===== src/ataw_pkg.sv =====
// Purpose: shared constants for the ata write and monitoring command block
// Assumes: byte-wide task file, 16-bit data words, one clock domain
// Notes:   register codes are the internal select values of tf_addr
package ataw_pkg;
  // task-file select codes
  localparam logic [2:0] TF_DATA   = 3'h0;
  localparam logic [2:0] TF_FEAT   = 3'h1; // features on write, error on read
  localparam logic [2:0] TF_COUNT  = 3'h2;
  localparam logic [2:0] TF_LBA_LO = 3'h3;
  localparam logic [2:0] TF_LBA_MD = 3'h4; // cylinder low
  localparam logic [2:0] TF_LBA_HI = 3'h5; // cylinder high
  localparam logic [2:0] TF_DEV    = 3'h6;
  localparam logic [2:0] TF_CMD    = 3'h7; // command on write, status on read
  // command codes
  localparam logic [7:0] CMD_WR28  = 8'h30;
  localparam logic [7:0] CMD_WR48  = 8'h34;
  localparam logic [7:0] CMD_MON   = 8'hB0;
  // monitoring subcommands carried in the feature register
  localparam logic [7:0] SUB_RDATA = 8'hD0;
  localparam logic [7:0] SUB_RTHR  = 8'hD1;
  localparam logic [7:0] SUB_ASAVE = 8'hD2;
  localparam logic [7:0] SUB_SAVE  = 8'hD3;
  localparam logic [7:0] SUB_OFFL  = 8'hD4;
  localparam logic [7:0] SUB_EN    = 8'hD8;
  localparam logic [7:0] SUB_DIS   = 8'hD9;
  localparam logic [7:0] SUB_STAT  = 8'hDA;
  // signatures in cylinder low / high
  localparam logic [7:0] KEY_LO    = 8'h4F;
  localparam logic [7:0] KEY_HI    = 8'hC2;
  localparam logic [7:0] FAIL_LO   = 8'hF4;
  localparam logic [7:0] FAIL_HI   = 8'h2C;
  localparam logic [7:0] ASAVE_ON  = 8'hF1;
  // default attribute thresholds, percent
  localparam logic [7:0] SPARE_THR = 8'h19; // 25 percent of spares
  localparam logic [7:0] ERASE_THR = 8'h01; // 1 percent of life left
  // counts
  localparam logic [16:0] SECT28_MAX = 17'h00100; // 256 sectors
  localparam logic [16:0] SECT48_MAX = 17'h10000; // 65536 sectors
  localparam int          SECT_WORDS = 256;       // 16-bit words per sector
  // error register bits
  localparam int ERRB_ABRT  = 2;
  localparam int ERRB_MEDIA = 6;
  // device control bit
  localparam int CTLB_HOB   = 7;
  // reset value of the working task-file bytes
  localparam logic [7:0] TF_RESET  = 8'h00;
  // command state machine, gray along idle-setup-drq-write-waitbuf
  typedef enum logic [2:0] {
    ST_IDLE  = 3'b000,
    ST_SETUP = 3'b001,
    ST_DRQ   = 3'b011,
    ST_WRITE = 3'b010,
    ST_WAIT  = 3'b110,
    ST_SBUSY = 3'b111,
    ST_DONE  = 3'b101
  } ataw_state_e;
endpackage


===== src/ataw_wd_if.sv =====
// Purpose: carries sector words between the command core and word counter
// Assumes: one producer (core) and one counter module
// Notes:   clr restarts the word count at each new command
`timescale 1ns/1ns
interface ataw_wd_if #(parameter int DW = 16);
  logic          clr;       // restart word count
  logic          valid;     // host word accepted this cycle
  logic [DW-1:0] data;      // host word
  logic          sect_done; // last word of sector accepted
  logic          out_valid; // registered word toward media
  logic [DW-1:0] out_data;  // registered word toward media
  modport core (output clr, output valid, output data,
                input sect_done, input out_valid, input out_data);
  modport cnt  (input clr, input valid, input data,
                output sect_done, output out_valid, output out_data);
endinterface


===== src/ataw_sect.sv =====
// Purpose: counts the words of one sector and registers them to media
// Assumes: valid is only raised while the core shows drq
// Notes:   sect_done is combinational so the core leaves drq at once
`timescale 1ns/1ns
module ataw_sect
  import ataw_pkg::*;
#(
  parameter int WORDS = SECT_WORDS
)(
  input  wire logic ref_clk,
  input  wire logic rstn,
  ataw_wd_if.cnt    wd
);
  localparam int CW = $clog2(WORDS);
  localparam logic [CW-1:0] LAST_W = CW'(WORDS - 1);

  logic [CW-1:0] cnt_q; // words taken in this sector

  // last word of the sector seen this cycle
  assign wd.sect_done = wd.valid && (cnt_q == LAST_W);

  // word counter, cleared per sector
  always_ff @(posedge ref_clk)
  begin
    if (!rstn || wd.clr)
      cnt_q <= '0;
    else if (wd.valid)
      cnt_q <= wd.sect_done ? '0 : cnt_q + 1'b1;
  end

  // data passes through one register, no buffering beyond that
  always_ff @(posedge ref_clk)
  begin
    if (!rstn)
    begin
      wd.out_valid <= 1'b0;
      wd.out_data  <= '0;
    end
    else
    begin
      wd.out_valid <= wd.valid;
      wd.out_data  <= wd.data;
    end
  end
endmodule


===== src/ataw_core.sv =====
// Purpose: device-side write sector and monitoring command handling
// Assumes: host writes task file only while bsy is low; media acks sectors
// Notes:   attribute data content lives outside; reads complete with no data
//
// Behaviour
// - 28-bit write count zero means 256
// - write starts at loaded address, then increments
// - accept: bsy, then drq with bsy clear
// - no interrupt before first data block
// - between sectors bsy, then drq plus interrupt
// - after last sector bsy until completion interrupt
// - 28-bit error stops, failing address left readable
// - 48-bit write count zero means 65536
// - 48-bit write interrupts each data block after the first
// - 48-bit error reports full failing address
// - hob bit selects previous byte halves
// - feature value selects monitoring subcommand
// - unknown monitoring subcommand is aborted
// - enable/disable state kept nonvolatile
// - threshold crossed gives F4h, 2Ch
// - no threshold crossed gives 4Fh, C2h
// - spare or erase attribute crossing flags failure
// - autosave completes with no effect
// - save attributes: bsy, then interrupt
`timescale 1ns/1ns
module ataw_core
  import ataw_pkg::*;
#(
  parameter int WORDS = SECT_WORDS
)(
  input  wire logic        ref_clk,
  input  wire logic        rstn,
  input  wire logic        tf_wr,       // task-file write strobe
  input  wire logic        tf_rd,       // task-file read strobe
  input  wire logic [2:0]  tf_addr,     // task-file select
  input  wire logic [7:0]  tf_wdata,
  output logic      [7:0]  tf_rdata,    // registered read data
  input  wire logic        ctl_wr,      // device control write strobe
  input  wire logic [7:0]  ctl_wdata,
  input  wire logic        wd_valid,    // host data word
  input  wire logic [15:0] wd_data,
  output logic             wd_ready,
  output logic             med_wr_req,  // sector write to media
  output logic      [47:0] med_lba,
  output logic             med_wvalid,
  output logic      [15:0] med_wdata,
  input  wire logic        med_done,    // one-cycle media answer
  input  wire logic        med_err,
  input  wire logic        med_ready,   // buffer takes next sector
  input  wire logic [7:0]  spare_attr,  // remaining spare, percent
  input  wire logic [7:0]  erase_attr,  // remaining life, percent
  input  wire logic        nv_mon_en,   // stored monitoring enable
  output logic             nv_wr,       // store monitoring enable
  output logic             nv_wdata,
  output logic             intrq,
  output logic             bsy,
  output logic             drq
);
  ataw_state_e state_q, state_d; // command sequencer
  logic [7:0]  cur_q [1:6];       // current bytes of task file
  logic [7:0]  prv_q [1:6];       // previous bytes for 48-bit use
  logic [7:0]  err_q;             // error register
  logic        hob_q;             // high-order byte select
  logic        is48_q;            // running command is 48-bit
  logic [16:0] rem_q;             // sectors still to write
  logic [47:0] lba_q;             // sector being written
  logic        intrq_q;
  logic        mon_en_q;          // monitoring enabled
  logic        nv_load_q;         // strap capture done
  logic        nv_wr_q;
  logic        nv_wdata_q;
  logic [7:0]  rdata_q;

  ataw_wd_if #(.DW(16)) wd ();

  // decode of the command write
  wire         cmd_go   = tf_wr && (tf_addr == TF_CMD) && (state_q == ST_IDLE);
  wire [7:0]   cmd      = tf_wdata;
  wire [7:0]   feat     = cur_q[TF_FEAT];
  wire         is_wr28  = (cmd == CMD_WR28);
  wire         is_wr48  = (cmd == CMD_WR48);
  wire         is_mon   = (cmd == CMD_MON);
  wire         is_write = is_wr28 || is_wr48;
  // known subcommand codes
  wire         sub_ok   = (feat == SUB_RDATA) || (feat == SUB_RTHR)
                       || (feat == SUB_ASAVE) || (feat == SUB_SAVE)
                       || (feat == SUB_OFFL)  || (feat == SUB_EN)
                       || (feat == SUB_DIS)   || (feat == SUB_STAT);
  // key bytes the host must place with every monitoring command
  wire         keys_ok  = (cur_q[TF_LBA_MD] == KEY_LO)
                       && (cur_q[TF_LBA_HI] == KEY_HI);
  // only enable is taken while monitoring is switched off
  wire         mon_ok   = is_mon && sub_ok && keys_ok
                       && (mon_en_q || (feat == SUB_EN));
  wire         cmd_abrt = cmd_go && !is_write && !mon_ok;
  // threshold crossed by either life attribute
  wire         thr_hit  = (spare_attr <= SPARE_THR)
                       || (erase_attr <= ERASE_THR);
  wire         last     = (rem_q == 17'h00001);
  wire         sect_ok  = (state_q == ST_WRITE) && med_done && !med_err;
  wire         sect_bad = (state_q == ST_WRITE) && med_done && med_err;

  // start address of a write, from the task file
  wire [47:0]  lba28_in = {20'h00000, cur_q[TF_DEV][3:0],
                           cur_q[TF_LBA_HI], cur_q[TF_LBA_MD],
                           cur_q[TF_LBA_LO]};
  wire [47:0]  lba48_in = {prv_q[TF_LBA_HI], prv_q[TF_LBA_MD],
                           prv_q[TF_LBA_LO], cur_q[TF_LBA_HI],
                           cur_q[TF_LBA_MD], cur_q[TF_LBA_LO]};
  wire [15:0]  cnt16    = {prv_q[TF_COUNT], cur_q[TF_COUNT]};
  wire [47:0]  lba_nxt  = lba_q + 48'h000000000001;

  // sector count with zero standing for the full range
  function automatic logic [16:0] sect_cnt(input logic w48,
                                           input logic [15:0] c);
    logic [16:0] r;
    r = 17'h00000;
    if (w48)
      r = (c == 16'h0000) ? SECT48_MAX : {1'b0, c};
    else
      r = (c[7:0] == 8'h00) ? SECT28_MAX : {9'h000, c[7:0]};
    return r;
  endfunction

  // status byte: bsy, ready, seek done, drq and error summary
  wire [7:0]   status   = {bsy, 1'b1, 1'b0, 1'b1, drq, 2'b00, |err_q};
  wire [7:0]   rd_mux   = (tf_addr == TF_CMD)  ? status :
                          (tf_addr == TF_FEAT) ? err_q  :
                          (tf_addr == TF_DATA) ? 8'h00  :
                          hob_q ? prv_q[tf_addr] : cur_q[tf_addr];
  // interrupt points: completion and each later buffer-ready
  wire         irq_set  = (state_q == ST_DONE)
                       || ((state_q == ST_WAIT) && med_ready);
  wire         irq_clr  = (tf_rd && (tf_addr == TF_CMD)) || cmd_go;

  // handshake outputs come straight from the state register
  assign bsy        = (state_q == ST_SETUP) || (state_q == ST_WRITE)
                   || (state_q == ST_WAIT)  || (state_q == ST_SBUSY)
                   || (state_q == ST_DONE);
  assign drq        = (state_q == ST_DRQ);
  assign wd_ready   = drq;
  assign wd.clr     = cmd_go;
  assign wd.valid   = wd_valid && drq;
  assign wd.data    = wd_data;
  assign med_wvalid = wd.out_valid;
  assign med_wdata  = wd.out_data;
  assign med_wr_req = (state_q == ST_WRITE);
  assign med_lba    = lba_q;
  assign intrq      = intrq_q;
  assign tf_rdata   = rdata_q;
  assign nv_wr      = nv_wr_q;
  assign nv_wdata   = nv_wdata_q;

  ataw_sect #(.WORDS(WORDS)) u_sect (
    .ref_clk (ref_clk),
    .rstn    (rstn),
    .wd      (wd)
  );

  // sequencer next state
  always_comb
  begin
    state_d = state_q;
    unique case (state_q)
      ST_IDLE:
        if (cmd_go)
          state_d = is_write ? ST_SETUP :
                    (mon_ok && (feat == SUB_SAVE)) ? ST_SBUSY : ST_DONE;
      ST_SETUP: state_d = ST_DRQ;
      ST_DRQ:   if (wd.sect_done) state_d = ST_WRITE;
      ST_WRITE:
        if (med_done)
          state_d = (med_err || last) ? ST_DONE : ST_WAIT;
      ST_WAIT:  if (med_ready) state_d = ST_DRQ;
      ST_SBUSY: state_d = ST_DONE;
      ST_DONE:  state_d = ST_IDLE;
      default:  state_d = ST_IDLE;
    endcase
  end

  // state register
  always_ff @(posedge ref_clk)
  begin
    if (!rstn)
      state_q <= ST_IDLE;
    else
      state_q <= state_d;
  end

  // working address and remaining sectors of a write
  always_ff @(posedge ref_clk)
  begin
    if (!rstn)
    begin
      rem_q  <= 17'h00000;
      lba_q  <= 48'h000000000000;
      is48_q <= 1'b0;
    end
    else if (cmd_go && is_write)
    begin
      rem_q  <= sect_cnt(is_wr48, cnt16);
      lba_q  <= is_wr48 ? lba48_in : lba28_in;
      is48_q <= is_wr48;
    end
    else if (sect_ok)
    begin
      rem_q  <= rem_q - 17'h00001;
      lba_q  <= lba_nxt;
    end
  end

  // task file: host writes while bsy is low, device updates on return status and after each written sector but the last
  always_ff @(posedge ref_clk)
  begin
    if (!rstn)
    begin
      for (int i = 1; i <= 6; i++)
      begin
        cur_q[i] <= TF_RESET;
        prv_q[i] <= TF_RESET;
      end
    end
    else if (tf_wr && !bsy && (tf_addr != TF_CMD) && (tf_addr != TF_DATA))
    begin
      // each write pushes the older byte into the previous half
      prv_q[tf_addr] <= cur_q[tf_addr];
      cur_q[tf_addr] <= tf_wdata;
    end
    else if (cmd_go && mon_ok && (feat == SUB_STAT))
    begin
      cur_q[TF_LBA_MD] <= thr_hit ? FAIL_LO : KEY_LO;
      cur_q[TF_LBA_HI] <= thr_hit ? FAIL_HI : KEY_HI;
    end
    else if (sect_ok && !last)
    begin
      // keep the next sector readable so an error leaves its address
      cur_q[TF_LBA_LO] <= lba_nxt[7:0];
      cur_q[TF_LBA_MD] <= lba_nxt[15:8];
      cur_q[TF_LBA_HI] <= lba_nxt[23:16];
      if (is48_q)
      begin
        prv_q[TF_LBA_LO] <= lba_nxt[31:24];
        prv_q[TF_LBA_MD] <= lba_nxt[39:32];
        prv_q[TF_LBA_HI] <= lba_nxt[47:40];
      end
      else
        cur_q[TF_DEV] <= {cur_q[TF_DEV][7:4], lba_nxt[27:24]};
    end
  end

  // error register, cleared by each new command
  always_ff @(posedge ref_clk)
  begin
    if (!rstn || cmd_go)
      err_q <= cmd_abrt ? 8'(1 << ERRB_ABRT) : 8'h00;
    else if (sect_bad)
      err_q <= 8'(1 << ERRB_MEDIA);
  end

  // hob follows the control write; any task-file access drops it
  always_ff @(posedge ref_clk)
  begin
    if (!rstn)
      hob_q <= 1'b0;
    else if (ctl_wr)
      hob_q <= ctl_wdata[CTLB_HOB];
    else if (tf_wr || tf_rd)
      hob_q <= 1'b0;
  end

  // interrupt line: a new event beats a status read in the same cycle
  always_ff @(posedge ref_clk)
  begin
    if (!rstn)
      intrq_q <= 1'b0;
    else if (irq_set)
      intrq_q <= 1'b1;
    else if (irq_clr)
      intrq_q <= 1'b0;
  end

  // registered read data
  always_ff @(posedge ref_clk)
  begin
    if (!rstn)
      rdata_q <= 8'h00;
    else if (tf_rd)
      rdata_q <= rd_mux;
  end

  // monitoring enable: stored value caught once after reset release,
  // then switched by enable and disable, each change written back
  always_ff @(posedge ref_clk)
  begin
    if (!rstn)
    begin
      mon_en_q   <= 1'b0;
      nv_load_q  <= 1'b0;
      nv_wr_q    <= 1'b0;
      nv_wdata_q <= 1'b0;
    end
    else
    begin
      nv_load_q <= 1'b1;
      nv_wr_q   <= cmd_go && mon_ok
                && ((feat == SUB_EN) || (feat == SUB_DIS));
      if (!nv_load_q)
        mon_en_q <= nv_mon_en;
      else if (cmd_go && mon_ok && (feat == SUB_EN))
      begin
        mon_en_q   <= 1'b1;
        nv_wdata_q <= 1'b1;
      end
      else if (cmd_go && mon_ok && (feat == SUB_DIS))
      begin
        mon_en_q   <= 1'b0;
        nv_wdata_q <= 1'b0;
      end
      // autosave and the other no-op codes change nothing here
    end
  end

  // checks on the sequencer
  a_first_quiet: assert property (@(posedge ref_clk) disable iff (!rstn)
    state_q == ST_SETUP |=> drq && !bsy && !intrq_q)
    else $error("interrupt or busy at first data block");
  a_accept_bsy: assert property (@(posedge ref_clk) disable iff (!rstn)
    cmd_go && is_write |=> bsy && !drq ##1 drq && !bsy)
    else $error("write accept handshake wrong");
  a_sect_busy: assert property (@(posedge ref_clk) disable iff (!rstn)
    drq && wd.sect_done |=> bsy && !drq && med_wr_req)
    else $error("sector end did not raise busy");
  a_next_irq: assert property (@(posedge ref_clk) disable iff (!rstn)
    state_q == ST_WAIT && med_ready |=> drq && intrq_q)
    else $error("next block without interrupt");
  a_last_hold: assert property (@(posedge ref_clk) disable iff (!rstn)
    sect_ok && last |=> (bsy && !drq) ##1 (!bsy && intrq_q))
    else $error("completion sequence wrong");
  a_count28: assert property (@(posedge ref_clk) disable iff (!rstn)
    cmd_go && is_wr28 && cur_q[TF_COUNT] == 8'h00 |=> rem_q == 17'h00100)
    else $error("28-bit zero count not 256");
  a_count48: assert property (@(posedge ref_clk) disable iff (!rstn)
    cmd_go && is_wr48 && cnt16 == 16'h0000 |=> rem_q == 17'h10000)
    else $error("48-bit zero count not 65536");
  a_start_lba: assert property (@(posedge ref_clk) disable iff (!rstn)
    cmd_go && is_wr48 |=> lba_q == $past(lba48_in))
    else $error("write start address wrong");
  a_err_stop: assert property (@(posedge ref_clk) disable iff (!rstn)
    sect_bad |=> state_q == ST_DONE && err_q[ERRB_MEDIA]
      && cur_q[TF_LBA_LO] == $past(lba_q[7:0]))
    else $error("failed sector not reported");
  a_stat_sig: assert property (@(posedge ref_clk) disable iff (!rstn)
    cmd_go && mon_ok && feat == SUB_STAT |=>
      cur_q[TF_LBA_HI] == ($past(thr_hit) ? FAIL_HI : KEY_HI))
    else $error("return status signature wrong");
  a_sub_abort: assert property (@(posedge ref_clk) disable iff (!rstn)
    cmd_go && is_mon && !sub_ok |=> err_q[ERRB_ABRT] ##1 intrq_q)
    else $error("unknown subcommand not aborted");
  a_save_irq: assert property (@(posedge ref_clk) disable iff (!rstn)
    cmd_go && mon_ok && feat == SUB_SAVE |=> bsy [*2] ##1 !bsy && intrq_q)
    else $error("save attributes sequence wrong");

  c_write_done: cover property (@(posedge ref_clk) disable iff (!rstn)
    sect_ok && last ##2 intrq_q);
  c_next_sect: cover property (@(posedge ref_clk) disable iff (!rstn)
    state_q == ST_WAIT && med_ready);
  c_media_err: cover property (@(posedge ref_clk) disable iff (!rstn)
    sect_bad);
  c_stat_fail: cover property (@(posedge ref_clk) disable iff (!rstn)
    cmd_go && mon_ok && feat == SUB_STAT && thr_hit);
endmodule


===== config.mk =====
export PLATFORM = sky130hd
export DESIGN_NAME = ataw_core
export DESIGN_NICKNAME = d
export VERILOG_FILES = /design/src/ataw_pkg.sv /design/src/ataw_wd_if.sv /design/src/ataw_sect.sv /design/src/ataw_core.sv
export SDC_FILE = /design/constraint.sdc
export NUM_CORES = 1
export LEC_CHECK = 0
export CORE_UTILIZATION = 55
export CTS_CLUSTER_SIZE = 8
export DETAILED_ROUTE_END_ITERATION = 6
export DONT_BUFFER_PORTS = 1
export PLACE_DENSITY = 0.7
export SYNTH_ARGS = -nofsm -noshare
export SYNTH_HDL_FRONTEND = slang
export SYNTH_SLANG_ARGS = --single-unit

===== constraint.sdc =====
create_clock -name ref_clk -period 3.31 [get_ports ref_clk]
set_input_delay 0.331 -clock ref_clk [delete_from_list [all_inputs] [get_ports ref_clk]]
set_output_delay 0.331 -clock ref_clk [all_outputs]
set_load 0.01 [all_outputs]

==> impl_results.md <==
- Synth warn: 0
- Largest net degree at the start of global routing: 57
- Startpoint types: flop
- Final Cycle Share: 86.57%
- H-tree Lvls: 1
- Cell Area, Synth: 0.01182 mm²
- Total core area: 0.02102 mm²
- RePlAce Congestion: 0.9342
- TritonCTS buffer count: 31
- Final hold vios: 0
- Tmin final: 2.865 ns
- Post-synth top flop: edfxtp_1
- Setup Skew: 0.01334 ns
- Share of the synthesized area in the top cell type: 29.47%
- Drt first-iter violations: 1249
- Die height: 148.6 µm
- Nets: 1367
- LEAKAGE: 4.848 nW
- Hold slack: 0.01086 ns
- Reg clk slew, reported paths: 0.05 ns
- HP Class: input pin to flop
- Routed Antenna Nets: 0
- First-pass GRT wire length: 56.82 mm
- Postcts setup bufs: 0
- Die width: 148.6 µm
- Yosys top cell by area: edfxtp_1
- Slew @ Worst Pin: 1.013 ns
- Crit path required time: 3.73 ns
- Worst Path Arrival: 3.29 ns
- Synth area leaders: edfxtp_1, dfxtp_1, xnor2_1
- Die ar.: 0.02208 mm²
- Root buffer cell: clkbuf_16
- PwrDens: 482.8 mW/mm²
- Number of enable flip-flop cells after synthesis: 116
- Most instantiated cells after synthesis: nor2_1, edfxtp_1, nand2_1, dfxtp_1, a21oi_1
- Crit-path max FO: 14
- Layout cells sized above 1: 8.541%
- VDD IR max: 0.0003326 V
- Top-count cell post-synth: nor2_1
- Fraction of registers with async set/reset: 0%
- # diodes: 0
- Num Clock Sinks: 224
- Clk buf depth: 3
- Initial antenna violation count: 0
- Routed wire per std cell: 23.63 µm
- Status: finished clean
- Setup TNS: 0 ns
- Register area share after synthesis: 47.77%
- Max frequency: 349.0 MHz
- Top-level port count: 141
- Worst-skew pair later-pin latency: 0.56 ns
- Routed WL: 37.77 mm
- Dpl hpwl: 25.49 mm
- Vias per cell: 6.511
- RSZ-0062 raised after global routing: no
- CTS tree: built
- Starting density of the core: 56.22%
- Via count: 10404
- Total gr overflow: 0
- # rows: 53
- Vias in the first global route: 9464
- Setup Crit Path Kind: flop to flop
- Finish-stage setup viols: 0
- Synth-to-layout area growth: 13.96%
- Critical Path Sink Type: flop
- Total track usage: 34.21%
- MaxCap Viol Count: 0
- Yosys cell types: 70
- Syn_area_per_cell: 9.432 µm²
- Post-synthesis instance total: 1253
- Synthesized flop and latch total: 224
- Port bufs: 0
- Max transition margin: 32.24%
- Fin. max-slew vios: 0
- DRC: 0
- Drt pass-1 iters: 5
==> cell usage in the layout (no fill, tap or decap), drive strengths merged, types with 44 or more instances in the layout <==
cell and count:
nand2 113, clkbuf 53, o21ai 44, a21oi 78, dfxtp 108, nor2 125, xnor2 60, buf 44
edfxtp 116
==> repair_timing <==
action / CTS / global route
hold buffers: 33 / 0
resized for setup: 0 / 0
endpoints found under the hold margin: 109 / 0
setup endpoints to repair: 0 / 0
==> power by group <==
group          switching [mW]  internal, mW  leakage, nW
registers              0.0975          3.04         2.07
logic                   0.300         0.183         2.37
clock network            1.16          1.73        0.413
total                    1.55          4.95         4.85
==> per-stage QoR <==
step | cell area, µm² | setup WS, ns | utilization (%) | power [mW] | instances
after floorplan | 11910 | 0.7410 | - | 3.467 | 1277
after global placement | 12250 | 0.4684 | 58.29 | 3.585 | 1511
after detailed placement | 12250 | 0.4567 | 58.29 | 3.593 | 1511
after CTS | 13470 | 0.4408 | 64.07 | 6.507 | 1598
after global routing | 13470 | 0.2252 | 64.07 | 6.692 | 1598
final | 13470 | 0.4446 | 64.07 | 6.503 | 1598
==> cell families after synthesis <==
| kind of cell | Yosys count | synth area share (%) |
|---|---|---|
| muxes | 50 | 5.113 |
| AOI/OAI and AO/OA | 287 | 15.54 |
| DFF | 224 | 47.77 |
| and+or+nand+nor | 487 | 20.86 |
| other | 1 | 0.03173 |
| xor gates and xnor gates | 89 | 6.595 |
| buffers and inverters | 111 | 3.674 |
| adders and majority gates | 4 | 0.4235 |
==> flip-flops by register name, summed over array words and instances (netlist names) <==
| signal | count |
|---|---|
| hob_q | 1 |
| u_sect.wd.out_data | 16 |
| mon_en_q | 1 |
| cur_q | 64 |
| err_q | 2 |
| rem_q | 17 |
| nv_wdata | 1 |
| u_sect.wd.out_valid | 1 |
| tf_rdata | 8 |
| intrq | 1 |
| is48_q | 1 |
| prv_q | 50 |
| nv_load_q | 1 |
| state_q | 3 |
| u_sect.cnt_q | 8 |
| nv_wr | 1 |
| med_lba | 48 |
==> routing by layer <==
metal	global-route usage (%)	wire length [µm]	share of wire (%)	vias to the layer above
met5	0	0	0	-
met3	8.374	4788	13	117
li1	-	-	-	4712
met2	51.07	16250	43	690
met4	14.64	1664	4.4	0
met1	47.15	15070	40	4885
==> path summary, 6_finish.rpt <==
path / slack [ns] / end / from / cells past startpoint
max: 0.44 / med_lba[37] / med_lba[0] / 6
min: 0.01 / cur_q[4][0] / tf_wdata[0] / 2
max reg2reg: 0.44 / med_lba[37] / med_lba[0] / 6
min reg2reg: 0.48 / rem_q[7] / rem_q[7] / 2
==> critical path: stages (launching register included) <==
cell and delay [ns]:
dfxtp_1 0.48, nand4_1 0.20, or3_4 0.46, or4_1 0.79
or4b_4 0.60, a22oi_2 0.12, nor3_1 0.06
==> layout make-up <==
| cell class | instances | area [µm²] |
|---|---|---|
| Clock buffer | 53 | 858.3 |
| Clock inverter | 1 | 8.758 |
| Fill cell | 1710 | 7552 |
| Inverter | 27 | 101.3 |
| Multi-Input combinational cell | 942 | 5841 |
| Sequential cell | 224 | 5645 |
| Tap cell | 275 | 344.1 |
| Timing Repair Buffer | 76 | 670.6 |
Power figures use the tool's default switching activity.
